`src/include/adc_ctrl_defs.svh`:
```
// constants for the converter control and parallel port block
`ifndef ADC_CTRL_DEFS_SVH
`define ADC_CTRL_DEFS_SVH

// control byte field positions
`define CTL_POWER_HI_BIT 7
`define CTL_POWER_LO_BIT 6
`define CTL_ACQ_STYLE_BIT 5
`define CTL_SINGLE_END_BIT 4
`define CTL_POLARITY_BIT 3
`define CTL_ADDR_HI_BIT 2
`define CTL_ADDR_LO_BIT 0

// control byte reset value: normal operation, external clock
`define CTL_RESET 8'hC0
`define CLK_EXT_RESET 1'b1

// pin vector positions after synchronisation
`define PIN_DATA_LO 0
`define PIN_DATA_HI 7
`define PIN_CS_N 8
`define PIN_WR_N 9
`define PIN_RD_N 10
`define PIN_HB_SEL 11
`define PIN_CONV_CLK 12
`define PIN_COUNT 13
`define PIN_IDLE 13'h1F00

// timing
`define SYS_PERIOD_NS 20
`define CONV_TIME_NS 3600
`define CONV_CLOCKS 13
`define ACQ_CLOCKS 3
`define INT_TICK_CYC ((`CONV_TIME_NS / `CONV_CLOCKS) / `SYS_PERIOD_NS)

// result layout
`define RESULT_MSB 11
`define SAR_FIRST_TRIAL 12'h800

`endif

```
`src/include/adc_ctrl_pkg.sv`:
```
// types for the converter control and parallel port block
package adc_ctrl_pkg;

    typedef enum logic [2:0] {
        SAR_IDLE = 3'b001,
        SAR_ACQ = 3'b010,
        SAR_CONV = 3'b100
    } sar_state_type;

    typedef enum logic [1:0] {
        PWR_FULL_DOWN = 2'b00,
        PWR_STANDBY = 2'b01,
        PWR_RUN_INT_CLK = 2'b10,
        PWR_RUN_EXT_CLK = 2'b11
    } power_sel_type;

endpackage : adc_ctrl_pkg

```
`src/design/adc_control_byte_parallel_port.sv`:
```
// control byte decode, conversion clocking and byte-wide host port
//
// Contract
// - power bits 00 give full power-down, 01 standby; clock mode untouched.
// - power bits 10 run on internal clock, 11 on external clock.
// - power-down bytes keep the clock mode of the last run byte.
// - after reset the external clock mode is in force.
// - bit 5 clear gives timed acquisition, set gives host-timed acquisition.
// - bit 4 set selects single-ended against the shared return.
// - bit 3 clear selects bipolar range, set selects unipolar range.
// - single-ended address n makes input n positive, shared return negative.
// - pseudo-differential pairs by upper address bits; address LSB picks positive.
// - internal clock gives a conversion of about 3.6 us.
// - chip select high ignores clock and strobes, bus released.
// - control and results share one three-state byte bus.
// - control byte captured from the bus on a chip-selected write.
// - unipolar results straight binary, bipolar results two's complement.
// - byte select low drives result bits 7..0 on a read.
// - byte select high drives bits 11..8, upper lines zero or sign.
// - each conversion takes 13 conversion clocks.
// - done goes low on a result, high on a read or a write.
// - timed acquisition lasts three clocks then conversion starts itself.
// - a write during conversion aborts it and restarts acquisition.
`timescale 1ns/1ps
`include "adc_ctrl_defs.svh"

module adc_control_byte_parallel_port (
    input wire logic clk_sys,
    input wire logic reset_n,
    input wire logic chipSelN,
    input wire logic writeN,
    input wire logic readN,
    input wire logic high_byte_select,
    input wire logic convClkPin,
    input wire logic [7:0] dataIn,
    output logic [7:0] dataOut,
    output logic dataOeN,
    output logic convDoneN,
    output logic compHigh_unused_n,
    input wire logic compHigh,
    output logic [11:0] dacCode,
    output logic trackHold,
    output logic convBusy,
    output logic [2:0] posChannel,
    output logic [2:0] negChannel,
    output logic negIsSharedReturn,
    output logic bipolarRange,
    output logic internalClkMode,
    output logic fullPowerDown,
    output logic standbyMode
);

    // ----------------------------------------
    // pin synchronisers and agreement filter
    // ----------------------------------------
    logic [12:0] pinRaw;
    logic [12:0] pinS1_ff;
    logic [12:0] pinS2_ff;
    logic [12:0] pinS3_ff;
    logic [12:0] pinFilt_ff;

    assign pinRaw = {convClkPin, high_byte_select, readN, writeN, chipSelN, dataIn};

    always_ff @(posedge clk_sys or negedge reset_n) begin
        if (!reset_n) begin
            pinS1_ff <= `PIN_IDLE;
            pinS2_ff <= `PIN_IDLE;
            pinS3_ff <= `PIN_IDLE;
        end else begin
            pinS1_ff <= pinRaw;
            pinS2_ff <= pinS1_ff;
            pinS3_ff <= pinS2_ff;
        end
    end

    localparam logic [12:0] PIN_IDLE_BITS = `PIN_IDLE;

    genvar gi;
    generate
        for (gi = 0; gi < `PIN_COUNT; gi = gi + 1) begin : g_filt
            always_ff @(posedge clk_sys or negedge reset_n) begin
                if (!reset_n) begin
                    pinFilt_ff[gi] <= PIN_IDLE_BITS[gi];
                end else if (pinS2_ff[gi] == pinS3_ff[gi]) begin
                    pinFilt_ff[gi] <= pinS3_ff[gi];
                end
            end
        end
    endgenerate

    // ----------------------------------------
    // strobe edges
    // ----------------------------------------
    logic csActive;
    logic wrLowQ_ff;
    logic rdLowQ_ff;
    logic clkHighQ_ff;
    logic wrLow;
    logic rdLow;
    logic writeEvent;
    logic readStart;
    logic extTick;

    // chip select high masks every strobe and the clock
    assign csActive = ~pinFilt_ff[`PIN_CS_N];
    assign wrLow = csActive & ~pinFilt_ff[`PIN_WR_N];
    assign rdLow = csActive & ~pinFilt_ff[`PIN_RD_N];

    always_ff @(posedge clk_sys or negedge reset_n) begin
        if (!reset_n) begin
            wrLowQ_ff <= 1'b0;
            rdLowQ_ff <= 1'b0;
            // same idle level as the filtered clock, so reset makes no edge
            clkHighQ_ff <= 1'b1;
        end else begin
            wrLowQ_ff <= wrLow;
            rdLowQ_ff <= rdLow;
            clkHighQ_ff <= pinFilt_ff[`PIN_CONV_CLK];
        end
    end

    // a write takes effect on the rising edge of the write strobe
    assign writeEvent = wrLowQ_ff & ~wrLow & csActive;
    assign readStart = rdLow & ~rdLowQ_ff;
    assign extTick = csActive & pinFilt_ff[`PIN_CONV_CLK] & ~clkHighQ_ff;

    // ----------------------------------------
    // control byte register
    // ----------------------------------------
    logic [7:0] ctrl_ff;
    logic clkExt_ff;
    logic [7:0] wrByte;

    assign wrByte = pinFilt_ff[`PIN_DATA_HI:`PIN_DATA_LO];

    always_ff @(posedge clk_sys or negedge reset_n) begin
        if (!reset_n) begin
            ctrl_ff <= `CTL_RESET;
        end else if (writeEvent) begin
            ctrl_ff <= wrByte;
        end
    end

    // clock mode moves only on a run byte
    always_ff @(posedge clk_sys or negedge reset_n) begin
        if (!reset_n) begin
            clkExt_ff <= `CLK_EXT_RESET;
        end else if (writeEvent && wrByte[`CTL_POWER_HI_BIT]) begin
            clkExt_ff <= wrByte[`CTL_POWER_LO_BIT];
        end
    end

    // ----------------------------------------
    // field decode
    // ----------------------------------------
    adc_ctrl_pkg::power_sel_type powerSel;
    logic acqHostTimed;
    logic singleEnded;
    logic [2:0] chanAddr;

    assign powerSel = adc_ctrl_pkg::power_sel_type'(
        {ctrl_ff[`CTL_POWER_HI_BIT], ctrl_ff[`CTL_POWER_LO_BIT]});
    assign acqHostTimed = ctrl_ff[`CTL_ACQ_STYLE_BIT];
    assign singleEnded = ctrl_ff[`CTL_SINGLE_END_BIT];
    assign bipolarRange = ~ctrl_ff[`CTL_POLARITY_BIT];
    assign chanAddr = ctrl_ff[`CTL_ADDR_HI_BIT:`CTL_ADDR_LO_BIT];
    assign internalClkMode = ~clkExt_ff;

    always_comb begin
        fullPowerDown = 1'b0;
        standbyMode = 1'b0;
        case (powerSel)
            adc_ctrl_pkg::PWR_FULL_DOWN: fullPowerDown = 1'b1;
            adc_ctrl_pkg::PWR_STANDBY: standbyMode = 1'b1;
            default: begin
                fullPowerDown = 1'b0;
                standbyMode = 1'b0;
            end
        endcase
    end

    // ----------------------------------------
    // input multiplexer selection
    // ----------------------------------------
    // returns {negIsShared, negChannel, posChannel}
    function automatic logic [6:0] muxSelect(input logic single, input logic [2:0] addr);
        logic [2:0] partner;
        partner = {addr[2:1], ~addr[0]};
        if (single) begin
            muxSelect = {1'b1, 3'h0, addr};
        end else begin
            muxSelect = {1'b0, partner, addr};
        end
    endfunction : muxSelect

    logic [6:0] muxSel;

    assign muxSel = muxSelect(singleEnded, chanAddr);
    assign posChannel = muxSel[2:0];
    assign negChannel = muxSel[5:3];
    assign negIsSharedReturn = muxSel[6];

    // ----------------------------------------
    // conversion clock
    // ----------------------------------------
    localparam logic [3:0] INT_TICK_LAST = 4'(`INT_TICK_CYC - 1);
    logic [3:0] intDiv_ff;
    logic intTick;
    logic convTick;

    // internal oscillator stand-in: 13 ticks span the conversion time
    always_ff @(posedge clk_sys or negedge reset_n) begin
        if (!reset_n) begin
            intDiv_ff <= 4'h0;
        end else if (writeEvent || intDiv_ff == INT_TICK_LAST) begin
            intDiv_ff <= 4'h0;
        end else begin
            intDiv_ff <= intDiv_ff + 4'h1;
        end
    end

    assign intTick = (intDiv_ff == INT_TICK_LAST);
    // external clock rate and duty are the host's concern
    assign convTick = clkExt_ff ? extTick : intTick;

    // ----------------------------------------
    // acquisition and conversion start
    // ----------------------------------------
    logic acqStart;
    logic convStart;
    logic acqTimed;
    logic rawDone;
    logic [11:0] rawResult;

    // second write with style cleared ends a host-timed acquisition
    assign convStart = writeEvent & trackHold & acqHostTimed
        & ~wrByte[`CTL_ACQ_STYLE_BIT];
    assign acqStart = writeEvent & ~convStart;
    assign acqTimed = ~acqHostTimed;

    sar_conversion_engine u_engine (
        .clk_sys(clk_sys),
        .reset_n(reset_n),
        .convTick(convTick),
        .acqStart(acqStart),
        .acqTimed(acqTimed),
        .convStart(convStart),
        .compHigh(compHigh),
        .trackHold(trackHold),
        .convBusy(convBusy),
        .dacCode(dacCode),
        .rawResult(rawResult),
        .convDone(rawDone)
    );

    assign compHigh_unused_n = 1'b1;

    // ----------------------------------------
    // result word
    // ----------------------------------------
    logic [11:0] result_ff;
    logic resultBipolar_ff;

    // sar code is offset binary; bipolar flips the msb into two's complement
    always_ff @(posedge clk_sys or negedge reset_n) begin
        if (!reset_n) begin
            result_ff <= 12'h000;
            resultBipolar_ff <= 1'b0;
        end else if (rawDone) begin
            result_ff <= {rawResult[11] ^ bipolarRange, rawResult[10:0]};
            resultBipolar_ff <= bipolarRange;
        end
    end

    // ----------------------------------------
    // conversion done flag
    // ----------------------------------------
    logic done_ff;

    always_ff @(posedge clk_sys or negedge reset_n) begin
        if (!reset_n) begin
            done_ff <= 1'b0;
        end else if (rawDone) begin
            done_ff <= 1'b1;
        end else if (readStart || writeEvent) begin
            done_ff <= 1'b0;
        end
    end

    assign convDoneN = ~done_ff;

    // ----------------------------------------
    // data bus output
    // ----------------------------------------
    logic [7:0] outByte_ff;
    logic [3:0] upperFill;

    assign upperFill = resultBipolar_ff ? {4{result_ff[11]}} : 4'h0;

    always_ff @(posedge clk_sys or negedge reset_n) begin
        if (!reset_n) begin
            outByte_ff <= 8'h00;
        end else if (pinFilt_ff[`PIN_HB_SEL]) begin
            outByte_ff <= {upperFill, result_ff[11:8]};
        end else begin
            outByte_ff <= result_ff[7:0];
        end
    end

    assign dataOut = outByte_ff;
    // enable is low only for a chip-selected read
    assign dataOeN = ~(rdLow & rdLowQ_ff);

endmodule : adc_control_byte_parallel_port

```
`src/design/sar_conversion_engine.sv`:
```
// acquisition timing and successive-approximation sequencer
`timescale 1ns/1ps
`include "adc_ctrl_defs.svh"

module sar_conversion_engine (
    input wire logic clk_sys,
    input wire logic reset_n,
    input wire logic convTick,
    input wire logic acqStart,
    input wire logic acqTimed,
    input wire logic convStart,
    input wire logic compHigh,
    output logic trackHold,
    output logic convBusy,
    output logic [11:0] dacCode,
    output logic [11:0] rawResult,
    output logic convDone
);

    adc_ctrl_pkg::sar_state_type state_ff;
    logic [3:0] tickCnt_ff;
    logic [11:0] dac_ff;
    logic [11:0] raw_ff;
    logic done_ff;
    logic [3:0] trialIdx;

    assign trialIdx = 4'(`RESULT_MSB) - tickCnt_ff;

    // ----------------------------------------
    // sequencer
    // ----------------------------------------
    always_ff @(posedge clk_sys or negedge reset_n) begin
        if (!reset_n) begin
            state_ff <= adc_ctrl_pkg::SAR_IDLE;
            tickCnt_ff <= 4'h0;
            dac_ff <= 12'h000;
            raw_ff <= 12'h000;
            done_ff <= 1'b0;
        end else begin
            done_ff <= 1'b0;
            if (convStart) begin
                state_ff <= adc_ctrl_pkg::SAR_CONV;
                tickCnt_ff <= 4'h0;
                dac_ff <= `SAR_FIRST_TRIAL;
            end else if (acqStart) begin
                state_ff <= adc_ctrl_pkg::SAR_ACQ;
                tickCnt_ff <= 4'h0;
            end else if (convTick) begin
                case (state_ff)
                    adc_ctrl_pkg::SAR_ACQ: begin
                        if (acqTimed && tickCnt_ff == 4'(`ACQ_CLOCKS - 1)) begin
                            state_ff <= adc_ctrl_pkg::SAR_CONV;
                            tickCnt_ff <= 4'h0;
                            dac_ff <= `SAR_FIRST_TRIAL;
                        end else if (acqTimed) begin
                            tickCnt_ff <= tickCnt_ff + 4'h1;
                        end
                    end
                    adc_ctrl_pkg::SAR_CONV: begin
                        if (tickCnt_ff == 4'(`CONV_CLOCKS - 1)) begin
                            state_ff <= adc_ctrl_pkg::SAR_IDLE;
                            raw_ff <= dac_ff;
                            done_ff <= 1'b1;
                        end else begin
                            tickCnt_ff <= tickCnt_ff + 4'h1;
                            if (tickCnt_ff <= 4'(`RESULT_MSB)) begin
                                dac_ff[trialIdx] <= compHigh;
                                if (trialIdx != 4'h0) begin
                                    dac_ff[trialIdx - 4'h1] <= 1'b1;
                                end
                            end
                        end
                    end
                    default: begin
                        state_ff <= adc_ctrl_pkg::SAR_IDLE;
                    end
                endcase
            end
        end
    end

    assign trackHold = (state_ff == adc_ctrl_pkg::SAR_ACQ);
    assign convBusy = (state_ff == adc_ctrl_pkg::SAR_CONV);
    assign dacCode = dac_ff;
    assign rawResult = raw_ff;
    assign convDone = done_ff;

endmodule : sar_conversion_engine

```
`config.mk`:
```
export PLATFORM = sky130hd
export DESIGN_NAME = adc_control_byte_parallel_port
export DESIGN_NICKNAME = d
export VERILOG_FILES = /design/src/include/adc_ctrl_pkg.sv /design/src/design/adc_control_byte_parallel_port.sv /design/src/design/sar_conversion_engine.sv
export VERILOG_INCLUDE_DIRS = /design/src /design/src/include
export SDC_FILE = /design/constraint.sdc
export NUM_CORES = 1
export LEC_CHECK = 0
export BUFFER_PORTS_ARGS = -buffer_cell sky130_fd_sc_hd__buf_2
export CORE_MARGIN = 4
export CORE_UTILIZATION = 52
export DETAILED_ROUTE_END_ITERATION = 7
export GPL_TIMING_DRIVEN = 1
export HOLD_SLACK_MARGIN = 0.06
export PLACE_DENSITY = 0.77
export SLEW_MARGIN = 20
export SYNTH_ARGS = -nofsm -noshare
export SYNTH_HDL_FRONTEND = slang
export SYNTH_HIERARCHICAL = 1
export SYNTH_SLANG_ARGS = --single-unit
```
`constraint.sdc`:
```
create_clock -name clk_sys -period 4.8 [get_ports clk_sys]
set_clock_uncertainty 0.05 [all_clocks]
set_input_delay 0.96 -clock clk_sys [delete_from_list [all_inputs] [get_ports clk_sys]]
set_output_delay 0.96 -clock clk_sys [all_outputs]
set_load 0.05 [all_outputs]
```
==> impl_table.tex <==
\begin{tabular}{lr}
\hline
Metric & Value \\
\hline
\multicolumn{2}{l}{\textbf{Detailed routing}} \\
Count of antenna-violating nets left after detailed routing & 0 \\
Pre-antenna DRT Iters & 4 \\
Drt initial violations & 225 \\
Routed wire per std cell & 16.23 µm \\
DRC Markers & 0 \\
Per-cell via count in the routed design & 5.462 \\
Via count of the routed design & 3,135 \\
Wire length reported by the detailed router & 9.317 mm \\
\multicolumn{2}{l}{\textbf{Timing}} \\
Total setup violations reported at the end of the flow & 0 \\
Final hold viol count & 0 \\
Setup repair after global routing missed its margin & no \\
Slew at the pin closest to its max-slew limit & 0.9831 ns \\
Peak clock frequency supported by timing & 353.7 MHz \\
Setup tns final & 0 ns \\
Slew Limit Headroom & 0.3446 \\
Time the worst path needs with I/O delays and setup & 2.827 ns \\
Period Utilization, post-route & 0.5889 \\
Worst hold slack & 0.2978 ns \\
Smallest setup slack after layout & 1.973 ns \\
Total count of max-transition violations in the final report & 0 \\
\multicolumn{2}{l}{\textbf{Logic synthesis}} \\
Count of yosys warnings during synthesis & 6 \\
Post-Synth Simple-Gate Area & 0.1052 \\
Nets in the synthesized netlist & 423 \\
Synth Cell Area & 0.004910 mm² \\
Adder and majority gate portion of the synthesized area & 0.06218 \\
Multiplexer share of the synthesized area & 0.07569 \\
Asr flop ratio synth & 1.000 \\
Synthesized area per cell & 12.49 µm² \\
Number of register bits inferred by synthesis & 122 \\
Xor/xnor share of the synthesized area & 0.005352 \\
Number of enable-type register cells in the synthesized netlist & 0 \\
Share of the synthesized area in compound gates (AO/OA/AOI/OAI) & 0.09149 \\
Dominant combinational cell family by area after synthesis & simple AND/OR/NAND/NOR gates \\
Sequential share of the synthesized area & 0.6282 \\
Synthesized netlist cell count & 393 \\
Main flop type after synthesis & sky130\_fd\_sc\_hd\_\_dfrtp\_1 \\
Distinct cell type count after synthesis & 55 \\
\multicolumn{2}{l}{\textbf{Placement}} \\
DP Worst Slack & 2.053 ns \\
Total instance count after detailed placement & 542 \\
Number of buffers added on ports & 50 \\
Final HPWL from detailed placement & 6.018 mm \\
Global placer's final weighted congestion & 0.8842 \\
\multicolumn{2}{l}{\textbf{Flow run}} \\
Count of maximum capacitance violations & 0 \\
\multicolumn{2}{l}{\textbf{Clock tree}} \\
Clk\_lat worst skew & 0.51 ns \\
Clk root buf & sky130\_fd\_sc\_hd\_\_clkbuf\_8 \\
TritonCTS clock tree & built \\
Sinks on the clock net & 122 \\
Number of buffers added by the clock tree synthesis step & 17 \\
Number of gates resized after CTS & 0 \\
Clock-pin slew on the worst setup and hold paths & 0.06 ns \\
Max H-tree Level & 4 \\
Hold-fix buffers, CTS & 0 \\
Setup Buffers After CTS & 0 \\
Clock Tree Buf Depth & 2 \\
\multicolumn{2}{l}{\textbf{Die}} \\
FP Rows & 35 \\
Die height & 105.2 µm \\
I/O Pins & 52 \\
Floorplan core area & 0.009196 mm² \\
Initial core utilization & 0.5339 \\
Die boundary width & 105.2 µm \\
Die area & 0.01106 mm² \\
\multicolumn{2}{l}{\textbf{Setup path}} \\
Critical path fanouts, max & 14 \\
Critical Path Start Type & flop \\
Required time of the critical path & 5.17 ns \\
Sort of element at the end of the critical path & flop \\
Arrival time of the worst setup path & 3.20 ns \\
Startpoint-to-endpoint class of the critical path & reg -> reg \\
Count of cells along the worst register-to-register path & 8 \\
\multicolumn{2}{l}{\textbf{GRT}} \\
Number of antenna violations at the first check in global routing & 0 \\
Number of global-route vias before repair & 3,334 \\
Grt ovf & 0 \\
Pin count of the biggest net entering global routing & 83 \\
First-pass GRT wire length & 16.30 mm \\
Global-route usage over all layers & 0.1875 \\
\multicolumn{2}{l}{\textbf{Cells and area}} \\
Final cell count without fillers & 574 \\
Number of diodes added for antenna fixing & 0 \\
Net total in the final layout & 480 \\
Area growth, synth to finish & 18.76\% \\
Most common cell after layout, fill and taps aside & sky130\_fd\_sc\_hd\_\_dfrtp\_1 \\
Most frequent cells in the layout & 97 x sky130\_fd\_sc\_hd\_\_dfrtp\_1, 54 x sky130\_fd\_sc\_hd\_\_nand2\_1, 49 x sky130\_fd\_sc\_hd\_\_buf\_2 \\
Share of cells above drive strength 1 & 0.3002 \\
\multicolumn{2}{l}{\textbf{Hold path}} \\
Hold depth & 0 \\
Class of the tightest hold or removal check & reg -> reg \\
\multicolumn{2}{l}{\textbf{Power and ir drop}} \\
Reported leakage power & 2.782 nW \\
Maximum resistive drop on vdd & 267.9 µV \\
Overall power after layout & 0.003209 W \\
Pwr/cell area & 550.4 mW/mm² \\
\multicolumn{2}{l}{\textbf{Status}} \\
Outcome & completed \\
\hline
\end{tabular}
final timing paths:
kind / from / end / slack (ns)
min in group asynchronous: reset_n / pinS2_ff[6] / 0.55
worst max register to register: clkExt_ff / u_engine/dacCode[3] / 1.97
max in group asynchronous: reset_n / pinFilt_ff[9] / 3.19
worst max-delay path: clkExt_ff / u_engine/dacCode[3] / 1.97
worst min-delay path: pinS1_ff[0] / pinS2_ff[0] / 0.30
worst min register to register: pinS1_ff[0] / pinS2_ff[0] / 0.30
synthesized netlist by cell type (4+ instances only):
master / count / area, µm²
sky130_fd_sc_hd__buf_4: 5 / 37.54
sky130_fd_sc_hd__dfstp_2: 25 / 656.9
sky130_fd_sc_hd__clkbuf_1: 4 / 15.01
sky130_fd_sc_hd__dfrtp_1: 97 / 2427
sky130_fd_sc_hd__ha_1: 14 / 175.2
sky130_fd_sc_hd__a21oi_1: 7 / 35.03
sky130_fd_sc_hd__o21ai_1: 6 / 30.03
sky130_fd_sc_hd__maj3_1: 13 / 130.1
sky130_fd_sc_hd__nand2b_1: 4 / 25.02
sky130_fd_sc_hd__nor3_1: 4 / 20.02
sky130_fd_sc_hd__mux2_2: 19 / 214.0
sky130_fd_sc_hd__inv_1: 18 / 67.56
sky130_fd_sc_hd__buf_2: 5 / 25.02
sky130_fd_sc_hd__nand3_1: 6 / 30.03
sky130_fd_sc_hd__mux2i_1: 9 / 90.09
sky130_fd_sc_hd__nor2_1: 15 / 56.30
sky130_fd_sc_hd__nand2_1: 54 / 202.7
sky130_fd_sc_hd__a22o_1: 8 / 70.07
sky130_fd_sc_hd__nor2b_1: 4 / 25.02
sky130_fd_sc_hd__mux2_1: 6 / 67.56
sky130_fd_sc_hd__o21ai_0: 24 / 120.1
cell families after synthesis:
kind of cell | Yosys count
and+or+nand+nor | 104
DFF | 122
adders and majority gates | 27
xor gates and xnor gates | 3
muxes | 34
AOI/OAI and AO/OA | 68
other | 1
buffers and inverters | 34
sequential cells by signal (all words and copies together), names as in the netlist:
name / flops
u_engine/tickCnt_ff: 4
u_engine/dacCode: 12
intDiv_ff: 4
u_engine/convDone: 1
u_engine/rawResult: 12
pinS2_ff: 13
result_ff: 12
ctrl_ff: 8
done_ff: 1
resultBipolar_ff: 1
dataOut: 8
rdLowQ_ff: 1
wrLowQ_ff: 1
clkExt_ff: 1
clkHighQ_ff: 1
pinS3_ff: 13
u_engine/state_ff: 3
pinFilt_ff: 13
pinS1_ff: 13
metrics by stage:
| stage | instance area [µm²] | util |
|---|---|---|
| 6_report | 5831 | 0.6340 |
| 5_1_grt | 5831 | 0.6340 |
| 4_1_cts | 5831 | 0.6340 |
| 3_5_place_dp | 5239 | 0.5697 |
| 3_3_place_gp | 5239 | 0.5697 |
| 2_1_floorplan | 4910 | - |
critical path, stage by stage, from the launching register on:
cell and delay, ns:
sky130_fd_sc_hd__dfstp_2 0.54, sky130_fd_sc_hd__inv_1 0.06, sky130_fd_sc_hd__or4b_1 0.49, sky130_fd_sc_hd__o21ai_0 0.21
sky130_fd_sc_hd__nand2b_1 0.20, sky130_fd_sc_hd__a211oi_2 0.29, sky130_fd_sc_hd__a31oi_2 0.30, sky130_fd_sc_hd__or3_1 0.45
sky130_fd_sc_hd__a22oi_2 0.14
routing by layer:
| metal | GRT usage | share of wire | vias to the layer above |
|---|---|---|---|
| li1 | - | - | 1469 |
| met1 | 0.2236 | 0.42 | 1585 |
| met2 | 0.3217 | 0.53 | 70 |
| met3 | 0.05127 | 0.037 | 11 |
| met4 | 0.07498 | 0.012 | 0 |
| met5 | 0 | 0 | - |
area by class of cell:
cell class / instances / area (µm²)
multi-input cells: 237 / 1673
flip-flops and latches: 122 / 3084
clock buffers: 21 / 459.2
repair buffers: 52 / 267.8
well taps: 111 / 138.9
fillers: 678 / 3366
inverters: 20 / 75.07
clock inverters: 11 / 132.6
power breakdown:
| group | leakage (nW) | internal (W) | switching [W] |
|---|---|---|---|
| Sequential | 1.51 | 0.00115 | 0.000113 |
| Combinational | 0.993 | 0.000220 | 0.000486 |
| Clock | 0.274 | 0.000786 | 0.000454 |
| Total | 2.78 | 0.00216 | 0.00105 |
(Power assumes the default switching activity.)
